[src/logic/txcc_pkg.sv]
// Constants for the transmit channel command controller.
// Assumes a 32-bit APB register bus and octet-wide time slots.
package txcc_pkg;
  // Register byte offsets
  localparam logic [7:0] OFF_CMD  = 8'h00;
  localparam logic [7:0] OFF_CFG  = 8'h04;
  localparam logic [7:0] OFF_FTDP = 8'h08;
  localparam logic [7:0] OFF_STAT = 8'h0c;
  // Command codes {clear, fast, off, abort, jump, init}
  localparam logic [2:0] CMD_CLEAR = 3'h0;
  localparam logic [2:0] CMD_FAST  = 3'h1;
  localparam logic [2:0] CMD_OFF   = 3'h2;
  localparam logic [2:0] CMD_ABORT = 3'h3;
  localparam logic [2:0] CMD_JUMP  = 3'h4;
  localparam logic [2:0] CMD_INIT  = 3'h5;
  // Channel mode field
  localparam logic [1:0] MODE_A    = 2'h0;
  localparam logic [1:0] MODE_BR   = 2'h1;
  localparam logic [1:0] MODE_V110 = 2'h2;
  localparam logic [1:0] MODE_HDLC = 2'h3;
  // Config field positions
  localparam int CFG_MODE_LO = 0;
  localparam int CFG_RMODE   = 2;
  localparam int CFG_IFS     = 3;
  localparam int CFG_FFS     = 4;
  localparam int CFG_LOOP    = 5;
  localparam int CFG_FLAG_LO = 8;
  // Fill and abort octets
  localparam logic [7:0] FILL_7E    = 8'h7e;
  localparam logic [7:0] FILL_FF    = 8'hff;
  localparam logic [7:0] FILL_00    = 8'h00;
  localparam logic [7:0] HDLC_AB_HI = 8'h7f;
  localparam logic [7:0] V110_BADSY = 8'h80;
  // Abort lengths in octets
  localparam logic [5:0] LEN_HDLC   = 6'h02;
  localparam logic [5:0] LEN_B      = 6'h01;
  localparam logic [5:0] LEN_R      = 6'h02;
  localparam logic [5:0] LEN_A      = 6'h01;
  localparam int         V110_FRMS  = 3;
  localparam int         V110_FLEN  = 10;
  typedef enum logic [2:0] {F_INIT, F_OFF, F_FILL1, F_DATA, F_ABSEQ, F_ABFILL} txcc_fst_e;
endpackage : txcc_pkg

[src/logic/txcc_fill.sv]
// Fill and abort octet selection per protocol mode.
// Purely combinational; inputs from the config register, first from the abort sequencer.
`timescale 1ns/1ns
`default_nettype none
module txcc_fill
  import txcc_pkg::*;
(
  input  wire logic [1:0] mode,
  input  wire logic       rmode,
  input  wire logic       ifs,
  input  wire logic       ffs,
  input  wire logic [7:0] flag,
  input  wire logic       first,
  output logic      [7:0] fill_byte,
  output logic      [7:0] abort_byte,
  output logic      [5:0] abort_len
);
  logic [7:0] a_fill;

  assign a_fill = ffs ? flag : FILL_FF;

  always_comb
  begin
    case (mode)
      MODE_HDLC:
      begin
        fill_byte  = ifs ? FILL_FF : FILL_7E;
        abort_byte = first ? HDLC_AB_HI : FILL_FF;
        abort_len  = LEN_HDLC;
      end
      MODE_BR:
      begin
        fill_byte  = FILL_00;
        abort_byte = FILL_00;
        abort_len  = rmode ? LEN_R : LEN_B;
      end
      MODE_V110:
      begin
        fill_byte  = FILL_00;
        abort_byte = V110_BADSY;
        abort_len  = 6'(V110_FRMS * V110_FLEN);
      end
      default:
      begin
        fill_byte  = a_fill;
        abort_byte = a_fill;
        abort_len  = LEN_A;
      end
    endcase
  end
endmodule : txcc_fill
`default_nettype wire

[src/logic/txcc_seq.sv]
// Abort sequence octet counter, advanced once per time slot.
// Start loads the length; last flags the final octet.
`timescale 1ns/1ns
`default_nettype none
module txcc_seq
(
  input  wire logic       pclk,
  input  wire logic       presetn,
  input  wire logic       start,
  input  wire logic       kill,
  input  wire logic       slot_tick,
  input  wire logic [5:0] len,
  output logic            busy,
  output logic            first,
  output logic            last
);
  logic [5:0] left_reg;
  logic [5:0] done_reg;

  assign busy  = (left_reg != 6'h00);
  assign first = (done_reg == 6'h00);
  assign last  = (left_reg == 6'h01);

  always_ff @(posedge pclk or negedge presetn)
  begin
    if (!presetn)
    begin
      left_reg <= 6'h00;
      done_reg <= 6'h00;
    end
    else if (kill)
    begin
      left_reg <= 6'h00;
      done_reg <= 6'h00;
    end
    else if (start)
    begin
      // A start on a slot edge spends that slot on the first octet
      left_reg <= slot_tick ? len - 6'h01 : len;
      done_reg <= slot_tick ? 6'h01 : 6'h00;
    end
    else if (slot_tick && busy)
    begin
      left_reg <= left_reg - 6'h01;
      done_reg <= done_reg + 6'h01;
    end
  end
endmodule : txcc_seq
`default_nettype wire

[src/logic/txcc_ctrl.sv]
// Transmit channel command controller: APB registers,
// command decode, DMA steering and the time-slot formatter.
// Assumes slot_tick and buffer signals are on pclk.
//
// Implementation choices: the register addresses and the APB slave port.
`timescale 1ns/1ns
`default_nettype none
// Function
// Clear drops off/abort once initialized
// Fast abort: DMA discards, branches at once
// Append HDLC/B/R abort pattern before next frame
// V.110: three corrupt-sync 10-octet frames
// Mode A: flag or FF after suspended data
// Off resets formatter, stops reads, tristates
// Loop: off only tristates output; here off_reg also stops buffer reads
// Non-init exit from off resumes buffer
// Init exit: fill octet, then new frame
// Host: V.110 first descriptor carries marker
// Mode A init exit: flag or FF fill
// Host sets mode A with every off
// Abort ends frame with mode sequence
// Then continuous interframe fill
// No buffer reads during abort
// Withdrawn abort resumes as new frame
// Host drains via hold before stopping
// Jump branches after current descriptor
// Open frame continues into new chain
// Init must come first; silent before it
// Host gives buffer size 1..63 on init
// Init in operation affects DMA only
// Host avoids reserved command codes
module txcc_ctrl
  import txcc_pkg::*;
(
  input  wire logic        pclk,
  input  wire logic        presetn,
  input  wire logic        psel,
  input  wire logic        penable,
  input  wire logic        pwrite,
  input  wire logic [7:0]  paddr,
  input  wire logic [31:0] pwdata,
  output logic      [31:0] prdata,
  output logic             pready,
  output logic             pslverr,
  input  wire logic        slot_tick,
  input  wire logic        buf_valid,
  input  wire logic [7:0]  buf_data,
  input  wire logic        buf_eof,
  input  wire logic        buf_new_chain,
  output logic             buf_rd,
  input  wire logic        last_frame_end,
  output logic [7:0]       tx_data,
  output logic             tx_oe,
  output logic             dma_run,
  output logic             dma_branch,
  output logic             dma_discard,
  output logic             dma_jump,
  output logic             dma_append,
  output logic [31:0]      desc_ptr
);
  logic [2:0]  cmd_reg;
  logic [15:0] cfg_reg;
  logic [31:0] ftdp_reg;
  logic        inited_reg;
  logic        off_reg;
  logic        abort_reg;
  logic        fast_reg;
  logic        fopen_reg;
  txcc_fst_e   fst_reg;
  txcc_fst_e   fst_next;
  logic        wr_go;
  logic        cmd_go;
  logic [2:0]  cmd;
  logic        is_clr;
  logic        is_fast;
  logic        is_off;
  logic        is_abort;
  logic        is_jump;
  logic        is_init;
  logic [1:0]  mode;
  logic        loop;
  logic        fmt_idle;
  logic        inject;
  logic        seq_start;
  logic        seq_busy;
  logic        seq_first;
  logic        seq_last;
  logic [7:0]  fill_byte;
  logic [7:0]  abort_byte;
  logic [5:0]  abort_len;
  logic [31:0] rd_mux;

  function automatic logic hit(input logic [7:0] a, input logic [7:0] o);
    hit = (a == o);
  endfunction : hit

  // Zero-wait APB slave
  assign pready  = 1'b1;
  assign wr_go   = psel && penable && pwrite;
  assign cmd_go  = wr_go && hit(paddr, OFF_CMD);
  assign cmd     = pwdata[2:0];
  assign pslverr = psel && penable && !(hit(paddr, OFF_CMD) || hit(paddr, OFF_CFG)
                   || hit(paddr, OFF_FTDP) || hit(paddr, OFF_STAT));

  always_comb
  begin
    rd_mux = 32'h0000_0000;
    if (hit(paddr, OFF_CMD))
      rd_mux[2:0] = cmd_reg;
    else if (hit(paddr, OFF_CFG))
      rd_mux[15:0] = cfg_reg;
    else if (hit(paddr, OFF_FTDP))
      rd_mux = ftdp_reg;
    else if (hit(paddr, OFF_STAT))
      rd_mux[7:0] = {1'b0, fst_reg, fopen_reg, fast_reg, abort_reg, off_reg};
    if (hit(paddr, OFF_STAT))
      rd_mux[8] = inited_reg;
  end

  // Read data captured in setup, stands through the access phase
  always_ff @(posedge pclk or negedge presetn)
  begin
    if (!presetn)
      prdata <= 32'h0000_0000;
    else if (psel && !penable)
      prdata <= rd_mux;
  end

  always_ff @(posedge pclk or negedge presetn)
  begin
    if (!presetn)
    begin
      cmd_reg  <= CMD_CLEAR;
      cfg_reg  <= 16'h0000;
      ftdp_reg <= 32'h0000_0000;
    end
    else
    begin
      if (cmd_go)
        cmd_reg <= cmd;
      if (wr_go && hit(paddr, OFF_CFG))
        cfg_reg <= pwdata[15:0];
      if (wr_go && hit(paddr, OFF_FTDP))
        ftdp_reg <= pwdata;
    end
  end

  assign mode     = cfg_reg[CFG_MODE_LO +: 2];
  assign loop     = cfg_reg[CFG_LOOP];
  assign desc_ptr = ftdp_reg;
  assign dma_run  = inited_reg;

  // Only init acts before the channel is initialized
  assign is_init  = cmd_go && (cmd == CMD_INIT);
  assign is_clr   = cmd_go && inited_reg && (cmd == CMD_CLEAR);
  assign is_fast  = cmd_go && inited_reg && (cmd == CMD_FAST);
  assign is_off   = cmd_go && inited_reg && (cmd == CMD_OFF);
  assign is_abort = cmd_go && inited_reg && (cmd == CMD_ABORT);
  assign is_jump  = cmd_go && inited_reg && (cmd == CMD_JUMP);

  // Condition flags
  always_ff @(posedge pclk or negedge presetn)
  begin
    if (!presetn)
    begin
      inited_reg <= 1'b0;
      off_reg    <= 1'b0;
      abort_reg  <= 1'b0;
    end
    else if (is_init)
    begin
      inited_reg <= 1'b1;
      off_reg    <= 1'b0;
      abort_reg  <= 1'b0;
    end
    else if (is_off)
    begin
      off_reg   <= 1'b1;
      abort_reg <= 1'b0;
    end
    else if (is_abort)
    begin
      abort_reg <= 1'b1;
      off_reg   <= 1'b0;
    end
    else if (is_clr || is_fast || is_jump)
    begin
      off_reg   <= 1'b0;
      abort_reg <= 1'b0;
    end
  end

  // DMA steering pulses
  always_ff @(posedge pclk or negedge presetn)
  begin
    if (!presetn)
    begin
      dma_branch  <= 1'b0;
      dma_discard <= 1'b0;
      dma_jump    <= 1'b0;
      dma_append  <= 1'b0;
    end
    else
    begin
      dma_branch  <= is_fast || is_init;
      dma_discard <= is_fast || is_init;
      dma_jump    <= is_jump;
      dma_append  <= is_jump && !last_frame_end && (mode == MODE_HDLC || mode == MODE_BR);
    end
  end

  // Fast abort marker until the new chain reaches the formatter
  assign inject = (fst_reg == F_DATA) && fast_reg && slot_tick && buf_valid && buf_new_chain;

  always_ff @(posedge pclk or negedge presetn)
  begin
    if (!presetn)
      fast_reg <= 1'b0;
    else if (is_fast)
      fast_reg <= 1'b1;
    else if (inject || is_init || (is_off && !loop))
      fast_reg <= 1'b0;
  end

  txcc_fill u_fill (
    .mode       (mode),
    .rmode      (cfg_reg[CFG_RMODE]),
    .ifs        (cfg_reg[CFG_IFS]),
    .ffs        (cfg_reg[CFG_FFS]),
    .flag       (cfg_reg[CFG_FLAG_LO +: 8]),
    .first      (seq_first || seq_start),
    .fill_byte  (fill_byte),
    .abort_byte (abort_byte),
    .abort_len  (abort_len)
  );

  assign fmt_idle  = (fst_reg == F_INIT) || (fst_reg == F_OFF);
  assign seq_start = inject || (is_abort && fopen_reg && (fst_reg == F_DATA));

  txcc_seq u_seq (
    .pclk      (pclk),
    .presetn   (presetn),
    .start     (seq_start),
    .kill      ((is_off && !loop) || is_init || is_clr || is_jump),
    .slot_tick (slot_tick),
    .len       (abort_len),
    .busy      (seq_busy),
    .first     (seq_first),
    .last      (seq_last)
  );

  // Formatter state sequencing
  always_comb
  begin
    fst_next = fst_reg;
    case (fst_reg)
      F_INIT:
        fst_next = F_INIT;
      F_OFF:
        fst_next = F_OFF;
      F_FILL1:
        if (slot_tick)
          fst_next = F_DATA;
      F_DATA:
        if (inject)
          fst_next = F_ABSEQ;
      F_ABSEQ:
        if (!seq_busy || (slot_tick && seq_last))
          fst_next = abort_reg ? F_ABFILL : F_DATA;
      F_ABFILL:
        fst_next = F_ABFILL;
      default:
        fst_next = F_INIT;
    endcase
    if (is_init && (fmt_idle || abort_reg))
      fst_next = F_FILL1;
    else if (is_off && !loop)
      fst_next = F_OFF;
    else if (is_abort)
      fst_next = seq_start ? F_ABSEQ : F_ABFILL;
    else if ((is_clr || is_fast || is_jump) && fst_reg != F_DATA && fst_reg != F_FILL1)
      fst_next = F_DATA;
  end

  always_ff @(posedge pclk or negedge presetn)
  begin
    if (!presetn)
      fst_reg <= F_INIT;
    else
      fst_reg <= fst_next;
  end

  // Buffer reads only in data state; never during abort or off
  assign buf_rd = slot_tick && buf_valid && (fst_reg == F_DATA) && !seq_start
                  && !abort_reg && !off_reg;

  // Open frame tracking
  always_ff @(posedge pclk or negedge presetn)
  begin
    if (!presetn)
      fopen_reg <= 1'b0;
    else if (seq_start || is_init || (is_off && !loop) || fst_reg == F_ABFILL)
      fopen_reg <= 1'b0;
    else if (buf_rd)
      fopen_reg <= !buf_eof;
  end

  // Serial octet and drive enable
  always_ff @(posedge pclk or negedge presetn)
  begin
    if (!presetn)
    begin
      tx_data <= FILL_FF;
      tx_oe   <= 1'b0;
    end
    else if (is_off || (off_reg && !is_init && !is_clr && !is_fast && !is_jump && !is_abort))
      tx_oe <= 1'b0;
    else if (slot_tick)
    begin
      tx_oe <= !fmt_idle && !off_reg;
      case (fst_reg)
        F_ABSEQ:
          tx_data <= seq_busy ? abort_byte : fill_byte;
        F_DATA:
          tx_data <= seq_start ? abort_byte : (buf_rd ? buf_data : fill_byte);
        default:
          tx_data <= fill_byte;
      endcase
    end
  end

  a_off_oe: assert property (@(posedge pclk) disable iff (!presetn)
    is_off |=> !tx_oe [*2])
    else $error("drive enable not dropped by off");
  a_off_reset: assert property (@(posedge pclk) disable iff (!presetn)
    is_off && !loop |=> fst_reg == F_OFF && !fopen_reg)
    else $error("formatter not reset by off");
  a_loop_keep: assert property (@(posedge pclk) disable iff (!presetn)
    is_off && loop && (fst_reg == F_ABFILL || (fst_reg == F_DATA && !fast_reg))
    |=> fst_reg == $past(fst_reg) && !tx_oe)
    else $error("loop off changed formatter");
  a_clear_flags: assert property (@(posedge pclk) disable iff (!presetn)
    is_clr |=> !off_reg && !abort_reg)
    else $error("clear left a condition");
  a_fast_dma: assert property (@(posedge pclk) disable iff (!presetn)
    is_fast |=> dma_branch && dma_discard && fast_reg)
    else $error("fast abort not sent to dma");
  a_no_read_abt: assert property (@(posedge pclk) disable iff (!presetn)
    abort_reg |-> !buf_rd)
    else $error("buffer read during abort");
  a_abort_seq: assert property (@(posedge pclk) disable iff (!presetn)
    is_abort && fopen_reg && fst_reg == F_DATA |=> fst_reg == F_ABSEQ && (seq_busy || abort_len == 6'h01))
    else $error("abort sequence not started");
  a_init_fill: assert property (@(posedge pclk) disable iff (!presetn)
    is_init && fmt_idle |=> fst_reg == F_FILL1 && inited_reg)
    else $error("init did not start with fill");
  a_init_dmaonly: assert property (@(posedge pclk) disable iff (!presetn)
    is_init && fst_reg == F_DATA && !abort_reg && !inject |=> fst_reg == F_DATA && dma_discard)
    else $error("init in operation touched formatter");
  a_jump_pulse: assert property (@(posedge pclk) disable iff (!presetn)
    is_jump |=> dma_jump && !dma_branch ##1 !dma_jump)
    else $error("jump pulse wrong");
  a_uninit_quiet: assert property (@(posedge pclk) disable iff (!presetn)
    !inited_reg |-> !tx_oe && !buf_rd && !dma_run)
    else $error("activity before init");

  c_fast_inject: cover property (@(posedge pclk) disable iff (!presetn) inject);
  c_abort_fill:  cover property (@(posedge pclk) disable iff (!presetn)
    fst_reg == F_ABSEQ ##[1:40] fst_reg == F_ABFILL);
  c_off_init:    cover property (@(posedge pclk) disable iff (!presetn)
    fst_reg == F_OFF ##1 fst_reg == F_FILL1);
endmodule : txcc_ctrl
`default_nettype wire

[config.mk]
export PLATFORM = sky130hd
export DESIGN_NAME = txcc_ctrl
export DESIGN_NICKNAME = d
export VERILOG_FILES = /design/src/logic/txcc_pkg.sv /design/src/logic/txcc_fill.sv /design/src/logic/txcc_seq.sv /design/src/logic/txcc_ctrl.sv
export SDC_FILE = /design/constraint.sdc
export NUM_CORES = 1
export LEC_CHECK = 0
export BUFFER_PORTS_ARGS = -buffer_cell sky130_fd_sc_hd__buf_2
export CORE_AREA = 2 2 109 122
export CTS_BUF_LIST = sky130_fd_sc_hd__clkbuf_8
export CTS_CLUSTER_SIZE = 20
export DETAILED_ROUTE_END_ITERATION = 10
export DIE_AREA = 0 0 111 124
export GPL_ROUTABILITY_DRIVEN = 0
export PLACE_DENSITY = 0.68
export REMOVE_ABC_BUFFERS = 1
export SYNTH_ARGS = -nofsm -noshare
export SYNTH_HDL_FRONTEND = slang
export SYNTH_SLANG_ARGS = --single-unit
[constraint.sdc]
create_clock -name pclk -period 2.88 [get_ports pclk]
set_input_delay 0.432 -clock pclk [delete_from_list [all_inputs] [get_ports pclk]]
set_output_delay 0.432 -clock pclk [all_outputs]
set_load 0.005 [all_outputs]
### Word level (Yosys, flattened, before mapping)

Index checks and enable logic that the tools add are counted.

| word-level totals | value |
|---|---|
| output and inout bits | 81 |
| flip-flop bits (word level) | 115 |

| operators by class | value |
|---|---|
| reductions and logical operators | 88 |
| equal/unequal tests | 22 |
| bitwise operators | 1 |
| add/subtract/negate cells | 3 |
| muxes and demuxes | 50 |

Operators with widths:

| cell | count |
|---|---|
| $mux 8 | 7 |
| $mux 6 | 7 |
| $logic_and 1x1->1 | 39 |
| $mux 16 | 2 |
| $pmux 8 s2 | 2 |
| $mux 29 | 1 |
| $mux 3 | 9 |
| $mux 24 | 1 |
| $pmux 8 s3 | 1 |
| $logic_or 1x1->1 | 21 |
| $pmux 6 s3 | 1 |
| $eq 8x4->1 const B | 2 |
| $mux 1 | 16 |
| $logic_not 1->1 | 15 |
| $pmux 3 s5 | 1 |
| $eq 3x2->1 const B | 4 |
| $eq 3x3->1 const B | 4 |
| $ne 6x6->1 const B | 2 |
| $sub 6x1->6 const B | 2 |
| $eq 8x3->1 const B | 1 |
| $logic_not 8->1 | 1 |
| $mux 7 | 1 |
| $add 6x1->6 const B | 1 |
| $eq 3x1->1 const B | 2 |
| other kinds (16) | 21 |

### Logic depth before layout (Yosys ltp)

Gate-level depths: netlist (run 1).

| logic depth | value |
|---|---|
| depth in word-level cells | 15 |
| gate-level depth with buffers | 9 |
| depth with buffers taken out | 8 |

### Cells and area by module

Synthesis (run 1) repeated with hierarchy kept, for this count alone.

| second synthesis, totals | value |
|---|---|
| cells, all modules | 525 |
| area, all modules | 5850.6 µm² |

Modules (own cells, without submodules):

| module | area each (µm²) | cells each | instances |
|---|---|---|---|
| txcc_ctrl | 4739.5 | 392 | 1 |
| txcc_seq | 878.3 | 97 | 1 |
| txcc_fill | 232.7 | 36 | 1 |

### Least setup slack after synthesis (run 1)

Ideal clock, no wire load.

| path | value |
|---|---|
| kind | input to register |
| start | in paddr[5] |
| end | reg tx_data[0] |
| library setup time | 0.097 ns |
| setup slack | 0.385 ns |
| cell stages on the path | 5 |
| data required time | 2.783 ns |
| arrival time | 2.398 ns |
| cells stage by stage | or4_4 -> or4_4 -> or2_4 -> a41o_1 -> o41ai_2 |

| on the way | value |
|---|---|
| cells in the longest elaborated chain, start to end | 14 |
| elaborated cells between the ends (all ways) | 32 |
| classes of those cells | mux (3); bitwise (1); reduce/logical (28) |

Ends and longest elaborated chain:

| what | RTL line | RTL |
|---|---|---|
| start: declaration | txcc_ctrl.sv:40 | `input wire logic [7:0] paddr,` |
| $logic_not 8->1 * | txcc_ctrl.sv:94 | `hit = (a == o);` |
| $logic_and 1x1->1 * | txcc_ctrl.sv:100 | `assign cmd_go = wr_go && hit(paddr, OFF_CMD);` |
| $logic_and 1x1->1 | -- |  |
| $logic_and 1x1->1 | txcc_ctrl.sv:158 | `assign is_abort = cmd_go && inited_reg && (cmd == CMD_ABORT);` |
| $logic_and 1x1->1 (2 in a row) | txcc_ctrl.sv:238 | `assign seq_start = inject \|\| (is_abort && fopen_reg && (fst_reg == F_DATA));` |
| $logic_or 1x1->1 | txcc_ctrl.sv:238 |  |
| $logic_not 1->1 | txcc_ctrl.sv:294 | `assign buf_rd = slot_tick && buf_valid && (fst_reg == F_DATA) && !seq_start` |
| $logic_and 1x1->1 | txcc_ctrl.sv:294 |  |
| $logic_and 1x1->1 (2 in a row) | txcc_ctrl.sv:295 | `&& !abort_reg && !off_reg;` |
| $mux 8 (2 in a row) | txcc_ctrl.sv:325 | `tx_data <= seq_start ? abort_byte : (buf_rd ? buf_data : fill_byte);` |
| $pmux 8 s2 | txcc_ctrl.sv:321 | `case (fst_reg)` |
| end signal: assignment | txcc_ctrl.sv:323 | `tx_data <= seq_busy ? abort_byte : fill_byte;` |
| end signal: assignment | txcc_ctrl.sv:325 |  |
| end signal: assignment | txcc_ctrl.sv:327 | `tx_data <= fill_byte;` |
| end: declaration | txcc_ctrl.sv:52 | `output logic [7:0] tx_data,` |

Every way passes the cells marked *; elsewhere a longest branch is shown, timed or not.
A chain may end at the register's enable or synchronous reset.

### Worst setup path in the final report (run 1)

| path | value |
|---|---|
| start | reg inited_reg (netlist: dma_run) |
| end | out buf_rd |

| on the way | value |
|---|---|
| cells in the longest elaborated chain, start to end | 9 |

Ends and longest elaborated chain:

| what | RTL line | RTL |
|---|---|---|
| start: declaration | txcc_ctrl.sv:64 | `logic inited_reg;` |
| start signal: assignment | txcc_ctrl.sv:166 | `inited_reg <= 1'b0;` |
| start signal: assignment | txcc_ctrl.sv:172 | `inited_reg <= 1'b1;` |
| $logic_and 1x1->1 (2 in a row) | txcc_ctrl.sv:158 |  |
| $logic_and 1x1->1 (2 in a row) | txcc_ctrl.sv:238 |  |
| $logic_or 1x1->1 | txcc_ctrl.sv:238 |  |
| $logic_not 1->1 | txcc_ctrl.sv:294 |  |
| $logic_and 1x1->1 | txcc_ctrl.sv:294 |  |
| $logic_and 1x1->1 (2 in a row) | txcc_ctrl.sv:295 |  |
| end: declaration | txcc_ctrl.sv:50 | `output logic buf_rd,` |

No other way between the ends.

==> run metrics, run 1 <==
status finished, final reports clean; initial core utilization 0.447; WL/cell between 15 and 20 um; Mapped Area between 5000 and 6000 um2; Syn Inst Count around 540; drc violations 0; RSZ-0062 raised after global routing no; initial antenna violation count 0; sequential area share after synthesis 0.520; crit path launch type flop; share of the synthesized area in the top cell type 0.482; Final #Nets between 700 and 800; combinational power share 0.171; Placeable Area roughly 12000 um2; sw frac 0.300; syn avg cell area ~10 um2; WP data arrival about 2.2 ns; critical path class flop to output pin; pre-CTS setup slack between 0.15 and 0.2 ns; Yosys reg bits 115; Final Setup Violations 0; vias in the first global route around 4600; Max IR drop VDD between 0.4 and 0.5 mV; Initial DRT Pass Iterations 5; clock share of power 0.350; number of diodes 0; capturing point of the worst reg2reg path u_seq.left_reg[4]$_DFFE_PN0P_; Worst Path Required roughly 2.5 ns; CTS buffer count 17; cts hold-fix bufs 0; H-Tree Depth 4; Internal 2860 uW; Row Count 43; maxcap violations 0; Setup Fix Bufs, Post-CTS 0; CTS root buf clkbuf_8; routed vias/inst roughly 5.6; top-count cell post-synth dfrtp_1; largest net degree at the start of global routing 54; Netlist cell types 59; I/O pin count about 140; Final Max Tran Viols 0; Post-synth top flop dfrtp_1; first-pass GRT wire length roughly 23 mm; Rel. slew slack 0.517; Fill cells ~1100; ANT nets after route 0; P per Cell Area 596 nW/um2; Die ar. around 14000 um2; Async SR Flop Fraction 1.00; Fmax approximately 0.38 GHz; RR Startpoint dma_run$_DFFE_PN0P_; Tcrit/Tclk final 0.911; Least-Margin Pin Slew around 0.72 ns; Crit Path Max Fanout 10; Worst setup EP type output pin; Fin. Hold Viols 0; setup_tns 0 ns; Clock transition at path regs roughly 0.070 ns; global-route total usage across every layer 0.207; gr ovfl total 0; hold crit path type primary input to asynchronous set/reset pin; TritonCTS clock tree yes; commonest cells in the synthesized netlist dfrtp_1, nand2_1, mux2_2; via count 4732; clk_skew 0.00936 ns; Die Ht 124 um; Final min period 2.62 ns; leakage ~0.0034 uW; worst r2r path cells 6; sequential power share 0.480; DP HPWL about 10 mm; EDFF count, synth 0; share of cells above drive strength 1 0.375; top post-synthesis cells by area dfrtp_1, mux2_2, nand2_1; setup slack, reg-to-reg 0.55 ns; drt total wl between 10 and 15 mm; Layout Utilization 0.550; post-cts repair resize count 0; number of DRC markers in iteration 0 167; Clock Latency Late Sink 0.42 ns; cell taking the most area after synthesis dfrtp_1; die width between 100 and 150 um; port bufs about 140; PnR worst setup slack roughly 0.26 ns; number of synthesis warnings 0; switching power 1220 uW; Placed Cells between 800 and 900; synthesis-to-finish area growth 23.2%; Final Non-Filler Cells ~850; Clock Path Buffers 2; Sink Count 115
-- logic make-up after synthesis --
family	Yosys count	synth area share
xor+xnor	7	0.0110
buf+inv	37	0.0270
fa+ha+maj	4	0.00901
flops	115	0.520
other cells	1	0.000675
compound gates	125	0.137
simple gates	193	0.174
mux	57	0.121
-- metrics by stage --
| stage | hold WS (ns) | instance area (um2) | power (uW) |
|---|---|---|---|
| 2_1_floorplan | 0.136 | 5430 | 2390 |
| 3_3_place_gp | 0.451 | 6470 | 2650 |
| 3_5_place_dp | 0.462 | 6470 | 2670 |
| 4_1_cts | 0.0297 | 6840 | 4100 |
| 5_1_grt | 0.0497 | 6840 | 4300 |
| 6_report | 0.00630 | 6840 | 4080 |
-- layout by cell type, fill, tap and decap left out, types with 3 or more instances in the layout --
cell type	instances
nor3b_1	3
nor3_1	8
inv_1	8
or3_1	3
a22o_1	4
ha_1	4
nand3_1	5
nor4_1	4
nor2_1	35
mux2_2	51
dfrtp_1	107
nand2_1	78
nand2b_1	14
and3_1	4
o21ai_1	3
buf_4	18
mux4_2	3
a21oi_1	32
clkbuf_8	17
buf_2	136
a22oi_1	15
a21o_1	3
or2_2	4
a31oi_1	3
xor2_1	6
clkinv_2	3
mux2i_1	3
a211oi_1	5
nor2b_1	7
o21ai_0	45
dfstp_2	8
clkinv_4	3
o21a_1	3
nand4_1	5
-- cell type report --
cell class	count	area, um2	share of cell area
sequential	115	2890	0.422
multi-input combinational	387	2520	0.369
timing repair buffer	155	836	0.122
clock buffer	17	234	0.0342
tap	157	196	0.0287
clock inverter	14	141	0.0207
inverter	6	22.5	0.00329
-- metal layers --
metal  share of wire  vias up  wire length (um)  track usage
met3           0.084       31              1180       0.0696
met5               0        -                 0            0
met2            0.48      185              6700        0.338
met4           0.019        0               272       0.0766
met1            0.42     2308              5890        0.258
li1                -     2208                 -            -
-- critical path, cell delays in order (launching register included) --
cell and delay (ns):
dfrtp_1 0.58, nand4b_1 0.28, nor4_1 0.41, buf_4 0.20
a21oi_1 0.13, buf_2 0.17
-- power by group through the flow --
stage          sequential [uW]  combinational, uW  clock (uW)
2_1_floorplan             1930                462           0
3_3_place_gp              1970                673           0
3_5_place_dp              1980                696           0
4_1_cts                   1950                698        1450
5_1_grt                   1980                781        1530
6_report                  1960                696        1430
-- worst max path at each step --
stage,start,end,slack [ns],cells past startpoint
after global placement,paddr[5],tx_data[0]$_DFFE_PN1P_,0.22,6
after global routing,dma_run$_DFFE_PN0P_,buf_rd,0.21,5
after detailed placement,paddr[5],tx_data[0]$_DFFE_PN1P_,0.16,6
after floorplan,paddr[5],desc_ptr[10]$_DFFE_PN0P_,-1.09,5
after CTS,dma_run$_DFFE_PN0P_,buf_rd,0.25,5
final,dma_run$_DFFE_PN0P_,buf_rd,0.26,5
(Power assumes the default switching activity.)
==> inputs of run 2 (changes only) <==
Settings changed: CAP_MARGIN from default to 25, RECOVER_POWER from default to 25.
==> run 2 against run 1 <==
Against the previous run: final area down 0.20%; die area unchanged; non-clock buffer count unchanged; core utilization down 0.11 points.
==> run metrics, run 2 (synthesis gave the netlist of run 1 again) <==
initial antenna violation count 0 (unchanged); die width 111 um (unchanged); Max IR drop VDD 0.414 mV (was 0.415 mV); worst hold slack 0.231 ns (was 0.00630 ns); Crit Path Max Fanout 10 (unchanged); initial core utilization 0.447 (unchanged); Setup Fix Bufs, Post-CTS 0 (unchanged); WP data arrival 2.20 ns (was 2.19 ns); DP HPWL 10.4 mm (unchanged); RSZ-0062 raised after global routing no (unchanged); Tcrit/Tclk final 0.913 (was 0.911); Fill cells 1090 (unchanged); cts hold-fix bufs 0 (unchanged); vias in the first global route 4611 (unchanged); WL/cell 16.5 um (about the same); largest net degree at the start of global routing 54 (unchanged); status finished, final reports clean (unchanged); post-cts repair resize count 0 (unchanged); clk_skew 0.00886 ns (was 0.00936 ns); Final Non-Filler Cells 851 (unchanged); Initial DRT Pass Iterations 5 (unchanged); share of cells above drive strength 1 0.370 (was 0.375); number of diodes 0 (unchanged); port bufs 137 (unchanged); Final #Nets 744 (unchanged); PnR worst setup slack 0.251 ns (was 0.258 ns); Rel. slew slack 0.00988 (was 0.517); H-Tree Depth 4 (unchanged); I/O pin count 139 (unchanged); CTS buffer count 17 (unchanged); setup slack, reg-to-reg 0.55 ns (about the same); gr ovfl total 0 (unchanged); setup_tns 0 ns (unchanged); P per Cell Area 597 nW/um2 (was 596 nW/um2); Placeable Area 12400 um2 (unchanged); first-pass GRT wire length 22.6 mm (unchanged); routed vias/inst 5.54 (was 5.56); drt total wl 14.0 mm (about the same); Final Setup Violations 0 (unchanged); Row Count 43 (unchanged); synthesis-to-finish area growth 22.9% (was 23.2%); Die Ht 124 um (unchanged); Clock transition at path regs 0.07 ns (about the same); Least-Margin Pin Slew 1.49 ns (was 0.722 ns); Die ar. 13800 um2 (unchanged); Fin. Hold Viols 0 (unchanged); pre-CTS setup slack 0.163 ns (unchanged); Final Max Tran Viols 0 (unchanged); commonest non-fill, non-tap cells in the layout buf_2, dfrtp_1, nand2_1, mux2_2, o21ai_0 (unchanged); most common cell after layout, fill and taps aside buf_2 (unchanged); Placed Cells 820 (unchanged); number of DRC markers in iteration 0 158 (was 167); drc violations 0 (unchanged); via count 4717 (was 4732); Clock Path Buffers 2 (unchanged); Sink Count 115 (unchanged); Clock Latency Late Sink 0.42 ns (about the same); CTS root buf clkbuf_8 (unchanged); Worst setup EP type output pin (unchanged); maxcap violations 0 (unchanged); Final min period 2.63 ns (was 2.62 ns); Worst Path Required 2.45 ns (about the same); ANT nets after route 0 (unchanged); leakage 0.00343 uW (was 0.00344 uW); critical path class flop to output pin (unchanged); TritonCTS clock tree yes (unchanged); hold crit path type primary input to flop (was primary input to asynchronous set/reset pin); global-route total usage across every layer 0.207 (unchanged); Fmax 0.380 GHz (was 0.381 GHz); crit path launch type flop (unchanged)
run 2: changes by cell type in the layout (fill, tap and decap cells not counted):
| cell | before | now |
|---|---|---|
| buf_4 | 18 | 14 |
| clkbuf_1 | 0 | 3 |
| clkbuf_2 | 0 | 1 |
run 2: report_power, final:
part	switching (uW)	internal, uW	total (uW)
registers	186	1770	1960
clock network	665	760	1430
logic	367	325	692
total	1220	2850	4070
run 2: per-stage QoR:
stage	area [um2]	utilization	total power (uW)
finish	6830	0.549	4070
global route	6830	0.549	4290
CTS	6840	0.550	4100
detailed placement	6470	0.520	2670
global placement	6470	0.520	2650
floorplan	5430	-	2390
run 2: path summary, 6_finish.rpt:
| check | startpoint | to | cells after the start |
|---|---|---|---|
| worst min register to register | tx_data[4]$_DFFE_PN1P_ | tx_data[4]$_DFFE_PN1P_ | 2 |
| worst max register to register | dma_run$_DFFE_PN0P_ | u_seq.left_reg[2]$_DFFE_PN0P_ | 6 |
| max in group asynchronous | presetn | dma_jump$_DFF_PN0_ | 2 |
| min in group asynchronous | presetn | desc_ptr[24]$_DFFE_PN0P_ | 1 |
| worst min-delay path | pwdata[30] | desc_ptr[30]$_DFFE_PN0P_ | 2 |
| worst max-delay path | dma_run$_DFFE_PN0P_ | buf_rd | 5 |
run 2: final cells by class:
class | count | area (um2) | area share
Inverter | 6 | 22.5 | 0.00330
Multi-Input combinational cell | 387 | 2520 | 0.370
Clock inverter | 14 | 141 | 0.0207
Clock buffer | 17 | 234 | 0.0343
Sequential cell | 115 | 2890 | 0.423
Tap cell | 157 | 196 | 0.0288
Timing Repair Buffer | 155 | 822 | 0.120
run 2: worst max-delay path: stages, from the launching register on:
cell      delay [ns]
dfrtp_1         0.57
nand4b_1        0.28
nor4_1          0.41
buf_4           0.21
a21oi_1         0.13
buf_2           0.17
run 2: per-layer routing:
| layer | wire length, um | GRT usage | vias to the layer above |
|---|---|---|---|
| met5 | 0 | 0 | - |
| met3 | 1190 | 0.0696 | 35 |
| met1 | 5840 | 0.258 | 2284 |
| li1 | - | - | 2211 |
| met2 | 6690 | 0.338 | 187 |
| met4 | 292 | 0.0766 | 0 |
